<file path="config.mk">
export PLATFORM = sky130hd
export DESIGN_NAME = scc_top
export DESIGN_NICKNAME = d
export VERILOG_FILES = /design/src/shared/scc_pkg.sv /design/src/rtl/scc_top.sv
export SDC_FILE = /design/constraint.sdc
export NUM_CORES = 1
export LEC_CHECK = 0
export ABC_AREA = 1
export BUFFER_PORTS_ARGS = -buffer_cell sky130_fd_sc_hd__buf_4
export CORE_MARGIN = 10
export CORE_UTILIZATION = 45
export CTS_BUF_LIST = sky130_fd_sc_hd__clkbuf_4
export DETAILED_ROUTE_END_ITERATION = 7
export PLACE_DENSITY_LB_ADDON = 0.15
export SLEW_MARGIN = 5
export SYNTH_ARGS = -nofsm -noshare
export SYNTH_HDL_FRONTEND = slang
export SYNTH_SLANG_ARGS = --single-unit
</file>
<file path="constraint.sdc">
create_clock -name sys_clk -period 4.6 [get_ports sys_clk]
set_clock_uncertainty 0.1 [all_clocks]
set_input_delay 0.92 -clock sys_clk [delete_from_list [all_inputs] [get_ports sys_clk]]
set_output_delay 0.92 -clock sys_clk [all_outputs]
set_load 0.02 [all_outputs]
</file>
<file path="src/shared/scc_pkg.sv">
package scc_pkg;
  localparam int DIV1_N = 256;
  localparam int DIV2_N = 128;
  localparam logic [7:0] DIV1_LAST = 8'(DIV1_N - 1);
  localparam logic [6:0] DIV2_LAST = 7'(DIV2_N - 1);
  // Bus address value is arbitrary
  localparam logic [6:0] DEV_ADDR_DFLT = 7'h5a;
  localparam logic [4:0] SYNC_RST = 5'h06;
  localparam logic [3:0] BITS_BYTE = 4'h8;
  localparam int FIFO_DEPTH = 2;
  localparam logic [1:0] FIFO_FULL = 2'h2;
  localparam logic [2:0] FRAME_BYTES = 3'h6;
  localparam logic [2:0] IDX_CTRL = 3'h0;
  localparam logic [2:0] IDX_SEC = 3'h1;
  localparam logic [2:0] IDX_MIN = 3'h2;
  localparam logic [2:0] IDX_HR = 3'h3;
  localparam logic [2:0] IDX_DAY = 3'h4;
  localparam logic [2:0] IDX_MON = 3'h5;
  localparam int MODE_BIT = 2;
  localparam logic [5:0] SEC_MAX = 6'h3b;
  localparam logic [5:0] MIN_MAX = 6'h3b;
  localparam logic [4:0] HR_MAX = 5'h17;
  localparam logic [5:0] SYNC_HALF = 6'h1e;
  localparam logic [3:0] MON_MAX = 4'hc;
  localparam logic [3:0] MON_FEB = 4'h2;
  localparam logic [3:0] MON_MAR = 4'h3;
  localparam logic [4:0] DAYS_FEB = 5'h1c;
  localparam logic [4:0] DAYS_SHORT = 5'h1e;
  localparam logic [4:0] DAYS_LONG = 5'h1f;
  localparam logic [2:0] WDAY_MAX = 3'h7;
  localparam logic [4:0] RST_DAY = 5'h01;
  localparam logic [3:0] RST_MON = 4'h1;
  localparam logic [2:0] RST_WDAY = 3'h1;
  typedef enum logic [2:0] {
    SCC_IDLE = 3'b000,
    SCC_ADDR = 3'b001,
    SCC_SACK = 3'b011,
    SCC_DATA = 3'b010,
    SCC_MACK = 3'b110
  } scc_state_t;
endpackage

</file>
<file path="src/rtl/scc_top.sv">
`timescale 1ns/1ps
`default_nettype none
// Notes on behaviour
// Crystal divided by 256 then 128
// Master reads and overwrites time counters
// Write loads minutes up, clears seconds
// First byte bit two selects weekday mode
// Weekday counter runs one through seven
// Day rolls at 28, 30, 31 per month
// February 29 only by write, then March
// Transfer opens with start then address
// Own address starts transfer; LSB direction
// Master alone clocks SCL
// Master never aborts a started transfer
// Serial clock from DC to 100kHz
// One carry held during transfer, applied after
// Master keeps transfers under one second
// Address-only write synchronises seconds and divider
// Sync from 30..59 also bumps minutes
// Power loss blanks read data
// First full write re-enables real data
// 128Hz tap on divider tap pin
// 1Hz square on seconds pin
// Test sources override tap and seconds
// Ninth clock acknowledges; stop ends transfer
// Fixed byte order and encoding per mode
module scc_top #(
  parameter logic [6:0] DEV_ADDR = scc_pkg::DEV_ADDR_DFLT
) (
  input wire logic sys_clk,
  input wire logic rst,
  input wire logic xtal_in,
  input wire logic scl_in,
  input wire logic sda_in,
  output logic sda_out,
  output logic sda_oe,
  input wire logic test_en,
  input wire logic tap_test_in,
  input wire logic sec_test_in,
  output logic divider_tap_output,
  output logic sec_pulse_out
);
  logic [4:0] s1_r, s2_r, s3_r, rise, fall;
  logic scl_hi, start_evt, stop_evt;
  logic [7:0] cnt1_r, cnt1_nxt;
  logic [6:0] cnt2_r, cnt2_nxt;
  logic tick128, tick1, clr_div;
  scc_pkg::scc_state_t st_r, st_nxt;
  logic [3:0] bc_r, bc_nxt;
  logic [7:0] sh_r, sh_nxt, rd_byte;
  logic [2:0] idx_r, idx_nxt;
  logic rw_r, rw_nxt, busy_r, busy_nxt, oe_r, oe_nxt, mack_r, mack_nxt, push, end_evt;
  localparam int FIFO_DEPTH_L = scc_pkg::FIFO_DEPTH;
  logic [7:0] mem_r [FIFO_DEPTH_L];
  logic [7:0] mem_nxt [FIFO_DEPTH_L];
  logic wp_r, wp_nxt, rp_r, rp_nxt, in_ready, out_valid, pop;
  logic [1:0] fc_r, fc_nxt;
  logic [5:0] sec_r, sec_nxt, min_r, min_nxt;
  logic [4:0] hr_r, hr_nxt, day_r, day_nxt, mdays;
  logic [3:0] mon_r, mon_nxt;
  logic [2:0] wday_r, wday_nxt, scnt_r, scnt_nxt;
  logic mode_r, mode_nxt, pf_r, pf_nxt, pend_r, pend_nxt, endp_r, endp_nxt;
  logic [7:0] stg_r [6];
  logic [7:0] stg_nxt [6];
  logic adv, done, sync_now, commit, cm, ch, cd;
  logic te1_r, te2_r;

  // Two flops on every pin; third stage feeds edge detection and the SCL-high check
  always_ff @(posedge sys_clk or posedge rst) begin
    if (rst) begin
      s1_r <= scc_pkg::SYNC_RST;
      s2_r <= scc_pkg::SYNC_RST;
      s3_r <= scc_pkg::SYNC_RST;
      te1_r <= 1'b0;
      te2_r <= 1'b0;
    end else begin
      s1_r <= {sec_test_in, tap_test_in, sda_in, scl_in, xtal_in};
      s2_r <= s1_r;
      s3_r <= s2_r;
      // Test enable is a pin too, so it is synchronised like the rest
      te1_r <= test_en;
      te2_r <= te1_r;
    end
  end
  assign rise = s2_r & ~s3_r;
  assign fall = ~s2_r & s3_r;
  assign scl_hi = s2_r[1] & s3_r[1];
  assign start_evt = scl_hi & fall[2];
  assign stop_evt = scl_hi & rise[2];

  always_comb begin
    cnt1_nxt = cnt1_r;
    cnt2_nxt = cnt2_r;
    tick128 = 1'b0;
    tick1 = 1'b0;
    if (rise[0]) begin
      cnt1_nxt = cnt1_r + 8'h01;
      tick128 = (cnt1_r == scc_pkg::DIV1_LAST);
    end
    // Test pins replace the stage outputs to shorten counter tests
    if (te2_r) tick128 = rise[3];
    if (tick128) begin
      cnt2_nxt = cnt2_r + 7'h01;
      tick1 = (cnt2_r == scc_pkg::DIV2_LAST);
    end
    if (te2_r) tick1 = rise[4];
    if (clr_div) cnt2_nxt = 7'h00;
  end
  always_ff @(posedge sys_clk or posedge rst) begin
    if (rst) begin
      cnt1_r <= 8'h00;
      cnt2_r <= 7'h00;
    end else begin
      cnt1_r <= cnt1_nxt;
      cnt2_r <= cnt2_nxt;
    end
  end
  assign divider_tap_output = cnt1_r[7];
  assign sec_pulse_out = cnt2_r[6];

  // Serial slave; SCL is only ever sampled, never driven
  always_comb begin
    st_nxt = st_r;
    bc_nxt = bc_r;
    sh_nxt = sh_r;
    idx_nxt = idx_r;
    rw_nxt = rw_r;
    busy_nxt = busy_r;
    oe_nxt = oe_r;
    mack_nxt = mack_r;
    push = 1'b0;
    end_evt = 1'b0;
    if (start_evt || stop_evt) begin
      end_evt = busy_r;
      busy_nxt = 1'b0;
      oe_nxt = 1'b0;
      bc_nxt = 4'h0;
      st_nxt = start_evt ? scc_pkg::SCC_ADDR : scc_pkg::SCC_IDLE;
    end else begin
      unique case (st_r)
        scc_pkg::SCC_IDLE: begin
          st_nxt = scc_pkg::SCC_IDLE;
        end
        scc_pkg::SCC_ADDR: begin
          if (rise[1]) begin
            sh_nxt = {sh_r[6:0], s2_r[2]};
            bc_nxt = bc_r + 4'h1;
          end
          if (fall[1] && bc_r == scc_pkg::BITS_BYTE) begin
            if (sh_r[7:1] == DEV_ADDR) begin
              st_nxt = scc_pkg::SCC_SACK;
              oe_nxt = 1'b1;
              rw_nxt = sh_r[0];
              busy_nxt = 1'b1;
              idx_nxt = scc_pkg::IDX_CTRL;
            end else begin
              st_nxt = scc_pkg::SCC_IDLE;
            end
          end
        end
        scc_pkg::SCC_SACK: begin
          if (fall[1]) begin
            st_nxt = scc_pkg::SCC_DATA;
            bc_nxt = 4'h0;
            oe_nxt = 1'b0;
            if (rw_r) begin
              sh_nxt = rd_byte;
              oe_nxt = ~rd_byte[7];
              idx_nxt = idx_r + 3'h1;
              bc_nxt = 4'h1;
            end
          end
        end
        scc_pkg::SCC_DATA: begin
          if (rw_r) begin
            if (fall[1]) begin
              if (bc_r == scc_pkg::BITS_BYTE) begin
                oe_nxt = 1'b0;
                mack_nxt = 1'b0;
                st_nxt = scc_pkg::SCC_MACK;
              end else begin
                sh_nxt = {sh_r[6:0], 1'b0};
                oe_nxt = ~sh_r[6];
                bc_nxt = bc_r + 4'h1;
              end
            end
          end else begin
            if (rise[1]) begin
              sh_nxt = {sh_r[6:0], s2_r[2]};
              bc_nxt = bc_r + 4'h1;
            end
            if (fall[1] && bc_r == scc_pkg::BITS_BYTE) begin
              // A full buffer refuses the byte with a missing acknowledge
              push = in_ready;
              oe_nxt = in_ready;
              st_nxt = in_ready ? scc_pkg::SCC_SACK : scc_pkg::SCC_IDLE;
            end
          end
        end
        scc_pkg::SCC_MACK: begin
          if (rise[1]) mack_nxt = ~s2_r[2];
          if (fall[1]) begin
            if (mack_r) begin
              sh_nxt = rd_byte;
              oe_nxt = ~rd_byte[7];
              idx_nxt = idx_r + 3'h1;
              bc_nxt = 4'h1;
              st_nxt = scc_pkg::SCC_DATA;
            end else begin
              st_nxt = scc_pkg::SCC_IDLE;
            end
          end
        end
        default: st_nxt = scc_pkg::SCC_IDLE;
      endcase
    end
  end
  always_ff @(posedge sys_clk or posedge rst) begin
    if (rst) begin
      st_r <= scc_pkg::SCC_IDLE;
      bc_r <= 4'h0;
      sh_r <= 8'h00;
      idx_r <= 3'h0;
      rw_r <= 1'b0;
      busy_r <= 1'b0;
      oe_r <= 1'b0;
      mack_r <= 1'b0;
    end else begin
      st_r <= st_nxt;
      bc_r <= bc_nxt;
      sh_r <= sh_nxt;
      idx_r <= idx_nxt;
      rw_r <= rw_nxt;
      busy_r <= busy_nxt;
      oe_r <= oe_nxt;
      mack_r <= mack_nxt;
    end
  end
  assign sda_oe = oe_r;
  assign sda_out = 1'b0;

  // Read map; counters are frozen while busy so the frame is coherent
  always_comb begin
    rd_byte = 8'h00;
    if (pf_r) begin
      unique case (idx_r)
        scc_pkg::IDX_CTRL: rd_byte[scc_pkg::MODE_BIT] = mode_r;
        scc_pkg::IDX_SEC: rd_byte = {2'h0, sec_r};
        scc_pkg::IDX_MIN: rd_byte = {2'h0, min_r};
        scc_pkg::IDX_HR: rd_byte = {3'h0, hr_r};
        scc_pkg::IDX_DAY: rd_byte = mode_r ? {5'h00, wday_r} : {3'h0, day_r};
        scc_pkg::IDX_MON: rd_byte = {4'h0, mon_r};
        default: rd_byte = 8'h00;
      endcase
    end
  end

  // Two-entry buffer between receiver and staging
  assign in_ready = (fc_r != scc_pkg::FIFO_FULL);
  assign out_valid = (fc_r != 2'h0);
  assign pop = out_valid & ~adv;
  always_comb begin
    mem_nxt = mem_r;
    wp_nxt = wp_r;
    rp_nxt = rp_r;
    fc_nxt = fc_r;
    if (push) begin
      mem_nxt[wp_r] = sh_r;
      wp_nxt = ~wp_r;
    end
    if (pop) rp_nxt = ~rp_r;
    fc_nxt = fc_r + {1'b0, push} - {1'b0, pop};
  end
  always_ff @(posedge sys_clk or posedge rst) begin
    if (rst) begin
      mem_r <= '{default: 8'h00};
      wp_r <= 1'b0;
      rp_r <= 1'b0;
      fc_r <= 2'h0;
    end else begin
      mem_r <= mem_nxt;
      wp_r <= wp_nxt;
      rp_r <= rp_nxt;
      fc_r <= fc_nxt;
    end
  end

  always_comb begin
    unique case (mon_r)
      scc_pkg::MON_FEB: mdays = scc_pkg::DAYS_FEB;
      4'h4, 4'h6, 4'h9, 4'hb: mdays = scc_pkg::DAYS_SHORT;
      default: mdays = scc_pkg::DAYS_LONG;
    endcase
  end
  assign adv = (tick1 | pend_r) & ~busy_r & ~endp_r;
  assign done = endp_r & ~out_valid;
  assign sync_now = done & ~rw_r & (scnt_r == 3'h0);
  assign commit = done & ~rw_r & (scnt_r == scc_pkg::FRAME_BYTES);
  assign clr_div = sync_now | commit;
  always_comb begin
    sec_nxt = sec_r;
    min_nxt = min_r;
    hr_nxt = hr_r;
    day_nxt = day_r;
    mon_nxt = mon_r;
    wday_nxt = wday_r;
    mode_nxt = mode_r;
    pf_nxt = pf_r;
    pend_nxt = pend_r;
    endp_nxt = endp_r | end_evt;
    scnt_nxt = scnt_r;
    stg_nxt = stg_r;
    cm = 1'b0;
    if ((busy_r | endp_r) & tick1) pend_nxt = 1'b1;
    if (adv) pend_nxt = 1'b0;
    if (pop && scnt_r != scc_pkg::FRAME_BYTES) begin
      stg_nxt[scnt_r] = mem_r[rp_r];
      scnt_nxt = scnt_r + 3'h1;
    end
    if (done) begin
      // A new end in the same cycle must not be lost
      endp_nxt = end_evt;
      scnt_nxt = 3'h0;
    end
    if (adv) begin
      cm = (sec_r == scc_pkg::SEC_MAX);
      sec_nxt = cm ? 6'h00 : sec_r + 6'h01;
    end
    if (sync_now) begin
      sec_nxt = 6'h00;
      cm = (sec_r >= scc_pkg::SYNC_HALF);
      pend_nxt = 1'b0;
    end
    ch = cm && (min_r == scc_pkg::MIN_MAX);
    cd = ch && (hr_r == scc_pkg::HR_MAX);
    if (cm) min_nxt = ch ? 6'h00 : min_r + 6'h01;
    if (ch) hr_nxt = cd ? 5'h00 : hr_r + 5'h01;
    if (cd && mode_r) wday_nxt = (wday_r >= scc_pkg::WDAY_MAX) ? scc_pkg::RST_WDAY : wday_r + 3'h1;
    if (cd && !mode_r) begin
      // A written 29 in February is also past the limit, so it rolls to March
      if (day_r >= mdays) begin
        day_nxt = scc_pkg::RST_DAY;
        mon_nxt = (mon_r >= scc_pkg::MON_MAX) ? scc_pkg::RST_MON : mon_r + 4'h1;
      end else begin
        day_nxt = day_r + 5'h01;
      end
    end
    if (commit) begin
      sec_nxt = 6'h00;
      min_nxt = stg_r[scc_pkg::IDX_MIN][5:0];
      hr_nxt = stg_r[scc_pkg::IDX_HR][4:0];
      day_nxt = stg_r[scc_pkg::IDX_DAY][4:0];
      mon_nxt = stg_r[scc_pkg::IDX_MON][3:0];
      wday_nxt = stg_r[scc_pkg::IDX_DAY][2:0];
      if (wday_nxt == 3'h0) wday_nxt = scc_pkg::RST_WDAY;
      mode_nxt = stg_r[scc_pkg::IDX_CTRL][scc_pkg::MODE_BIT];
      pf_nxt = 1'b1;
      pend_nxt = 1'b0;
    end
  end
  always_ff @(posedge sys_clk or posedge rst) begin
    if (rst) begin
      sec_r <= 6'h00;
      min_r <= 6'h00;
      hr_r <= 5'h00;
      day_r <= scc_pkg::RST_DAY;
      mon_r <= scc_pkg::RST_MON;
      wday_r <= scc_pkg::RST_WDAY;
      mode_r <= 1'b0;
      pf_r <= 1'b0;
      pend_r <= 1'b0;
      endp_r <= 1'b0;
      scnt_r <= 3'h0;
      stg_r <= '{default: 8'h00};
    end else begin
      sec_r <= sec_nxt;
      min_r <= min_nxt;
      hr_r <= hr_nxt;
      day_r <= day_nxt;
      mon_r <= mon_nxt;
      wday_r <= wday_nxt;
      mode_r <= mode_nxt;
      pf_r <= pf_nxt;
      pend_r <= pend_nxt;
      endp_r <= endp_nxt;
      scnt_r <= scnt_nxt;
      stg_r <= stg_nxt;
    end
  end
endmodule
`default_nettype wire

</file>
After elaboration in Yosys (flattened, before gate mapping)

Cells that the tools add are included.

$add $sub $neg: 13
$lt $le $gt $ge: 9
Equal/unequal tests: 45
Muxes and demuxes: 114
Bitwise logic cells: 33
Reductions and logical operators: 40

Operators by type and width:

| operator                                            | count |
|---|---|
| two-way mux 8 bit                                   | 13 |
| two-way mux 3 bit                                   | 20 |
| bitwise mux 48 bit                                  | 1 |
| two-way mux 4 bit                                   | 12 |
| two-way mux 6 bit                                   | 8 |
| two-way mux 1 bit                                   | 35 |
| two-way mux 5 bit                                   | 7 |
| one-hot mux 8 bit (4 select lines)                  | 1 |
| demux 8 bit (select 3 bit)                          | 1 |
| != test 3 bit, second input constant                | 8 |
| AND reduction 8 bit                                 | 3 |
| nonzero test 2 bit                                  | 12 |
| != test 2 bit, second input constant                | 11 |
| AND reduction 6 bit                                 | 3 |
| bitwise mux 16 bit                                  | 1 |
| != test 4 bit, second input constant                | 4 |
| one-hot mux 4 bit (4 select lines)                  | 1 |
| one-hot mux 3 bit (5 select lines)                  | 1 |
| equality test 7 bit, second input constant          | 2 |
| two-way mux 7 bit                                   | 2 |
| adder 6 x 1 -> 6 bit, second input constant         | 2 |
| equality test 3 x 2 -> 1 bit, second input constant | 4 |
| equality test 3 bit, second input constant          | 4 |
| equality test 4 bit, second input constant          | 3 |
| other kinds (50)                                    | 95 |

Register bits: 158
Output and inout bits: 4
Word-level logic and storage cells: 291

Logic depth before layout (Yosys ltp)

Word-level depth: 16
Gate-level depth with buffers: 15
Mapped depth without buffers: 15

Least setup slack after synthesis

Ideal clock, no wire load.

Path kind: reg-to-reg
From: register mon_r[0]
To: register day_r[0]
Setup time: 84 ps
Arrival time: 2024 ps
Data required time: 4416 ps
Path slack: 2392 ps
Cell stages (with the launch flop): 15
Buffers on the path: 0
Cells stage by stage: dfstp_2 > inv_1 > ha_1 > o21ai_0 > nand2_1 > nor2_1 > ha_1 > inv_1 > a21boi_0 > o21ai_0 > nand2_1 > inv_1 > a21oi_1 > nand2_1 > o21ai_0

Longest elaborated chain between the ends: 7
Elaborated cells on any way between the ends: 11

Ends and longest elaborated chain:

| what                                                                | line           | source |
|---|---|---|
| start, declared                                                     | scc_top.sv:60  | `logic [3:0] mon_r, mon_nxt;` |
| start signal, assigned                                              | scc_top.sv:367 | `mon_r <= scc_pkg::RST_MON;` |
| start signal, assigned                                              | scc_top.sv:380 | `mon_r <= mon_nxt;` |
| equality test 4 x 3 -> 1 bit or equality test 4 bit (tied branches) | scc_top.sv:289 | `unique case (mon_r)` |
| OR reduction 4 bit                                                  | scc_top.sv:289 |  |
| one-hot mux 2 bit (2 select lines) (*)                              | scc_top.sv:289 |  |
| greater-or-equal comparator 5 bit (*)                               | scc_top.sv:341 | `if (day_r >= mdays) begin` |
| two-way mux 5 bit (*)                                               | scc_top.sv:341 |  |
| two-way mux 5 bit (*)                                               | scc_top.sv:339 | `if (cd && !mode_r) begin` |
| two-way mux 5 bit (*)                                               | scc_top.sv:348 | `if (commit) begin` |
| end signal, assigned                                                | scc_top.sv:366 | `day_r <= scc_pkg::RST_DAY;` |
| end signal, assigned                                                | scc_top.sv:379 | `day_r <= day_nxt;` |
| end, declared                                                       | scc_top.sv:59  | `logic [4:0] hr_r, hr_nxt, day_r, day_nxt, mdays;` |

Every way passes the cells marked *; elsewhere a longest branch is shown, timed or not. The select of a mux whose other input is x is not followed.
A chain may end at the register's enable or synchronous reset.

Worst setup path in the final report

From: register scnt_r[0]
To: register wday_r[1]

Longest elaborated chain between the ends: 7
Elaborated cells on any way between the ends: 10

Ends and longest elaborated chain:

| what                         | line           | source |
|---|---|---|
| start, declared              | scc_top.sv:61  | `logic [2:0] wday_r, wday_nxt, scnt_r, scnt_nxt;` |
| start signal, assigned       | scc_top.sv:386 | `scnt_r <= scnt_nxt;` |
| zero test 3 bit              | scc_top.sv:297 | `assign sync_now = done & ~rw_r & (scnt_r == 3'h0);` |
| bitwise AND 1 bit            | scc_top.sv:297 |  |
| two-way mux 1 bit            | scc_top.sv:329 | `if (sync_now) begin` |
| logical AND 1 bit            | scc_top.sv:334 | `ch = cm && (min_r == scc_pkg::MIN_MAX);` |
| logical AND 1 bit            | scc_top.sv:335 | `cd = ch && (hr_r == scc_pkg::HR_MAX);` |
| logical AND 1 bit            | scc_top.sv:338 | `if (cd && mode_r) wday_nxt = (wday_r >= scc_pkg::WDAY_MAX) ? scc_pkg::RST_WDAY : wday_r + 3'h1;` |
| nonzero test 2 bit (no line) | --             |  |
| end signal, assigned         | scc_top.sv:368 | `wday_r <= scc_pkg::RST_WDAY;` |
| end signal, assigned         | scc_top.sv:381 | `wday_r <= wday_nxt;` |
| end, declared                | scc_top.sv:61  |  |

Several ways; a longest one is shown, not always the timed one.

==> results by group <==
Power
  • Comb pwr share: 0.095
  • Maximum vdd drop: 0.000261 V
  • Sw Share: 0.290
  • Clock power share: 0.362
  • Net Sw Power: 682 µW
  • Pleak: 3.46 nW
  • Power Density: 321 nW/µm²
  • Int Pwr: 1.67 mW
  • Seq pwr share: 0.543

Drt
  • Vias: 5,335
  • Total Wirelength: 15,300 µm
  • Via density: 5.22
  • Post-route DRC: 0
  • Initial DRT Pass Iterations: 5
  • Wire per inst: 14.9 µm
  • Starting DRT DRC Count: 382
  • DRT antenna net count: 0

Clocking
  • CTS tree: yes
  • H-tree Lvls: 4
  • # hold bufs at CTS: 0
  • Total CTS buffers: 17
  • Post-CTS sizing: 0
  • CTS clk-pin slew, worst paths: 0.12 ns
  • Max Root-Sink Buffers: 2
  • Root Buffer: clkbuf_4
  • Clock latency on the worst-skew pair: 0.56 ns
  • Clock sinks: 127
  • Number of post-CTS setup repair buffers: 0

Synth
  • Largest family of logic cells by synthesized area: simple AND/OR/NAND/NOR gates
  • Synthesis-stage register bit count: 127
  • Mux share of post-synthesis cell area: 0.00167
  • Syn_nets: 842
  • Synth unique cells: 45
  • Post-synthesis async set-or-reset flop share: 1.00
  • Number of flops mapped to enable cells by yosys: 0
  • Ys flop type: dfrtp_1
  • Synthesized instance count: 807
  • Adder-Cell Fraction of Synth Area: 0.0500
  • Xor/xnor share of the synthesized area: 0.0298
  • Synth Area in Simple Gates: 0.222
  • Cell Area, Synth: 6750 µm²
  • Synth Area per Inst: 8.37 µm²
  • Synth Warn #: 0
  • Complex-gate fraction of the synthesized area: 0.150
  • Register area share after synthesis: 0.472

Place
  • DP Wirelength: 11,100 µm
  • Placer Congestion: 0.886
  • Port buffer count: 10

Floorplan
  • Starting Density: 0.461
  • Core area: 14,600 µm²
  • Die width: 143 µm
  • Total die area: 20,300 µm²
  • Rows: 44
  • Die height: 143 µm
  • IO Count: 12

Worst setup path
  • R2r startpoint: scnt_r[0]
  • Slowest CP cell: dfrtp_1
  • Worst-path cell chain: inv_1 -> ha_1 -> nand2_1 -> inv_1 -> nand2_4 -> inv_1 -> or2_1 -> nand2_1 -> inv_2 -> nand3_1 -> nand2_1 -> nand2_1
  • Critical path class: register to register
  • Worst EP required: 4.95 ns
  • CP arrival: 2.86 ns
  • CP Launch Point: scnt_r[0]
  • Crit path max-delay family: simple AND/OR/NAND/NOR gates
  • Max stage delay on crit path: 0.43 ns
  • Most used cell, CP: nand2_1
  • Buf+Inv Stages, Crit Path: 4
  • Setup crit start kind: register
  • CP max FO: 26
  • CP Capture Type: register

Job
  • Max_cap viols: 0

Global route
  • Largest net degree at the start of global routing: 128
  • Global Route Usage Sum: 0.159
  • GRT overflow: 0
  • Vias in the first global route: 5,177
  • First-pass GRT wire length: 25,900 µm
  • Initial antenna violation count: 0

Finish
  • Commonest cells after routing, fill and taps aside: nand2_1 (195), dfrtp_1 (118), inv_1 (108)
  • Fin util: 0.501
  • Area Overhead vs Synth: 8.54%
  • Storage cell area: 3190 µm²
  • Fillers: 1,419
  • Share of cells above drive strength 1: 0.118
  • Multi-input gate area: 3070 µm²
  • Antenna Cells: 0
  • Commonest non-fill, non-tap cell in the layout: nand2_1
  • Final nets: 861

STA
  • Achievable Freq: 398 MHz
  • Setup violators final: 0
  • Setup TNS: 0 ns
  • Final worst path period share: 0.546
  • RSZ-0062 raised after global routing: false
  • Final Hold Viols: 0
  • Slew @ Worst Pin: 0.661 ns
  • Final min period: 2.51 ns
  • Slew headroom: 0.557
  • Slew Viols, Final: 0

Min path
  • Hold Crit Class: register to register
  • Critical hold path startpoint: s1_r[0]

Outcome
  • Status: complete, no violations
==> layout make-up <==
cell class	count	area share
clock buffer	17	0.0174
clock inverter	15	0.0258
inverter	114	0.0587
tap	184	0.0314
timing repair buffer	11	0.0130
sequential	127	0.435
multi-input combinational	555	0.419
==> Yosys cell counts (13+ instances only) <==
master,instances,area [µm²]
dfrtp_1,118,2950
nand2_1,195,732
o21ai_0,72,360
o22ai_1,13,81.3
nand3_1,44,220
ha_1,27,338
nor3_1,14,70.1
a21oi_1,33,165
xor2_1,17,149
inv_1,109,409
nor2_1,39,146
==> power groups by stage <==
stage | clock (mW) | sequential (mW) | combinational, mW
after global placement | 0 | 1.30 | 0.216
after floorplan | 0 | 1.28 | 0.169
after global routing | 0.928 | 1.29 | 0.262
final | 0.852 | 1.28 | 0.224
after CTS | 0.875 | 1.28 | 0.229
after detailed placement | 0 | 1.30 | 0.228
==> routing by layer <==
metal | up-vias | routed length, µm | track usage
li1 | 2677 | - | -
met1 | 2527 | 7680 | 0.219
met2 | 105 | 6850 | 0.239
met3 | 26 | 543 | 0.0374
met4 | 0 | 219 | 0.0543
met5 | - | 0 | 0
==> logic make-up (layout without fill, tap and decap cells) <==
family,Yosys count,after routing
adders and majority gates,27,27
xor gates and xnor gates,23,23
DFF,127,127
other,1,1
buffers and inverters,125,157
muxes,1,1
and+or+nand+nor,332,332
AOI/OAI and AO/OA,171,171
==> sequential cells by signal, indices dropped and copies added (netlist names), 2 cells and up <==
| name | flops |
|---|---|
| cnt2_r | 7 |
| cnt1_r | 8 |
| min_r | 6 |
| st_r | 3 |
| day_r | 5 |
| wday_r | 3 |
| sh_r | 8 |
| hr_r | 5 |
| sec_r | 6 |
| mem_r | 12 |
| fc_r | 2 |
| scnt_r | 3 |
| idx_r | 3 |
| s2_r | 5 |
| mon_r | 4 |
| s3_r | 5 |
| bc_r | 4 |
| stg_r | 21 |
| s1_r | 5 |
==> worst paths after layout <==
check / end / slack (ns) / cells after the start
max in group asynchronous: stg_r[2] / 3.49 / 3
min in group asynchronous: mack_r / 0.43 / 3
setup / recovery: wday_r[1] / 2.09 / 12
hold reg to reg: s2_r[0] / 0.25 / 0
setup reg to reg: wday_r[1] / 2.09 / 12
hold / removal: s2_r[0] / 0.25 / 0
==> stage by stage <==
stage	area [µm²]	worst slack (ns)	hold WS [ns]	power, mW	std cells
after floorplan	6750	0.211	0.231	1.45	807
after global placement	7010	2.20	0.235	1.51	991
after CTS	7330	2.11	0.249	2.38	1023
after global routing	7330	1.81	0.259	2.48	1023
after detailed placement	7010	2.13	0.236	1.53	991
final	7330	2.09	0.251	2.36	1023
No activity file was read; power rests on OpenSTA's default activity.
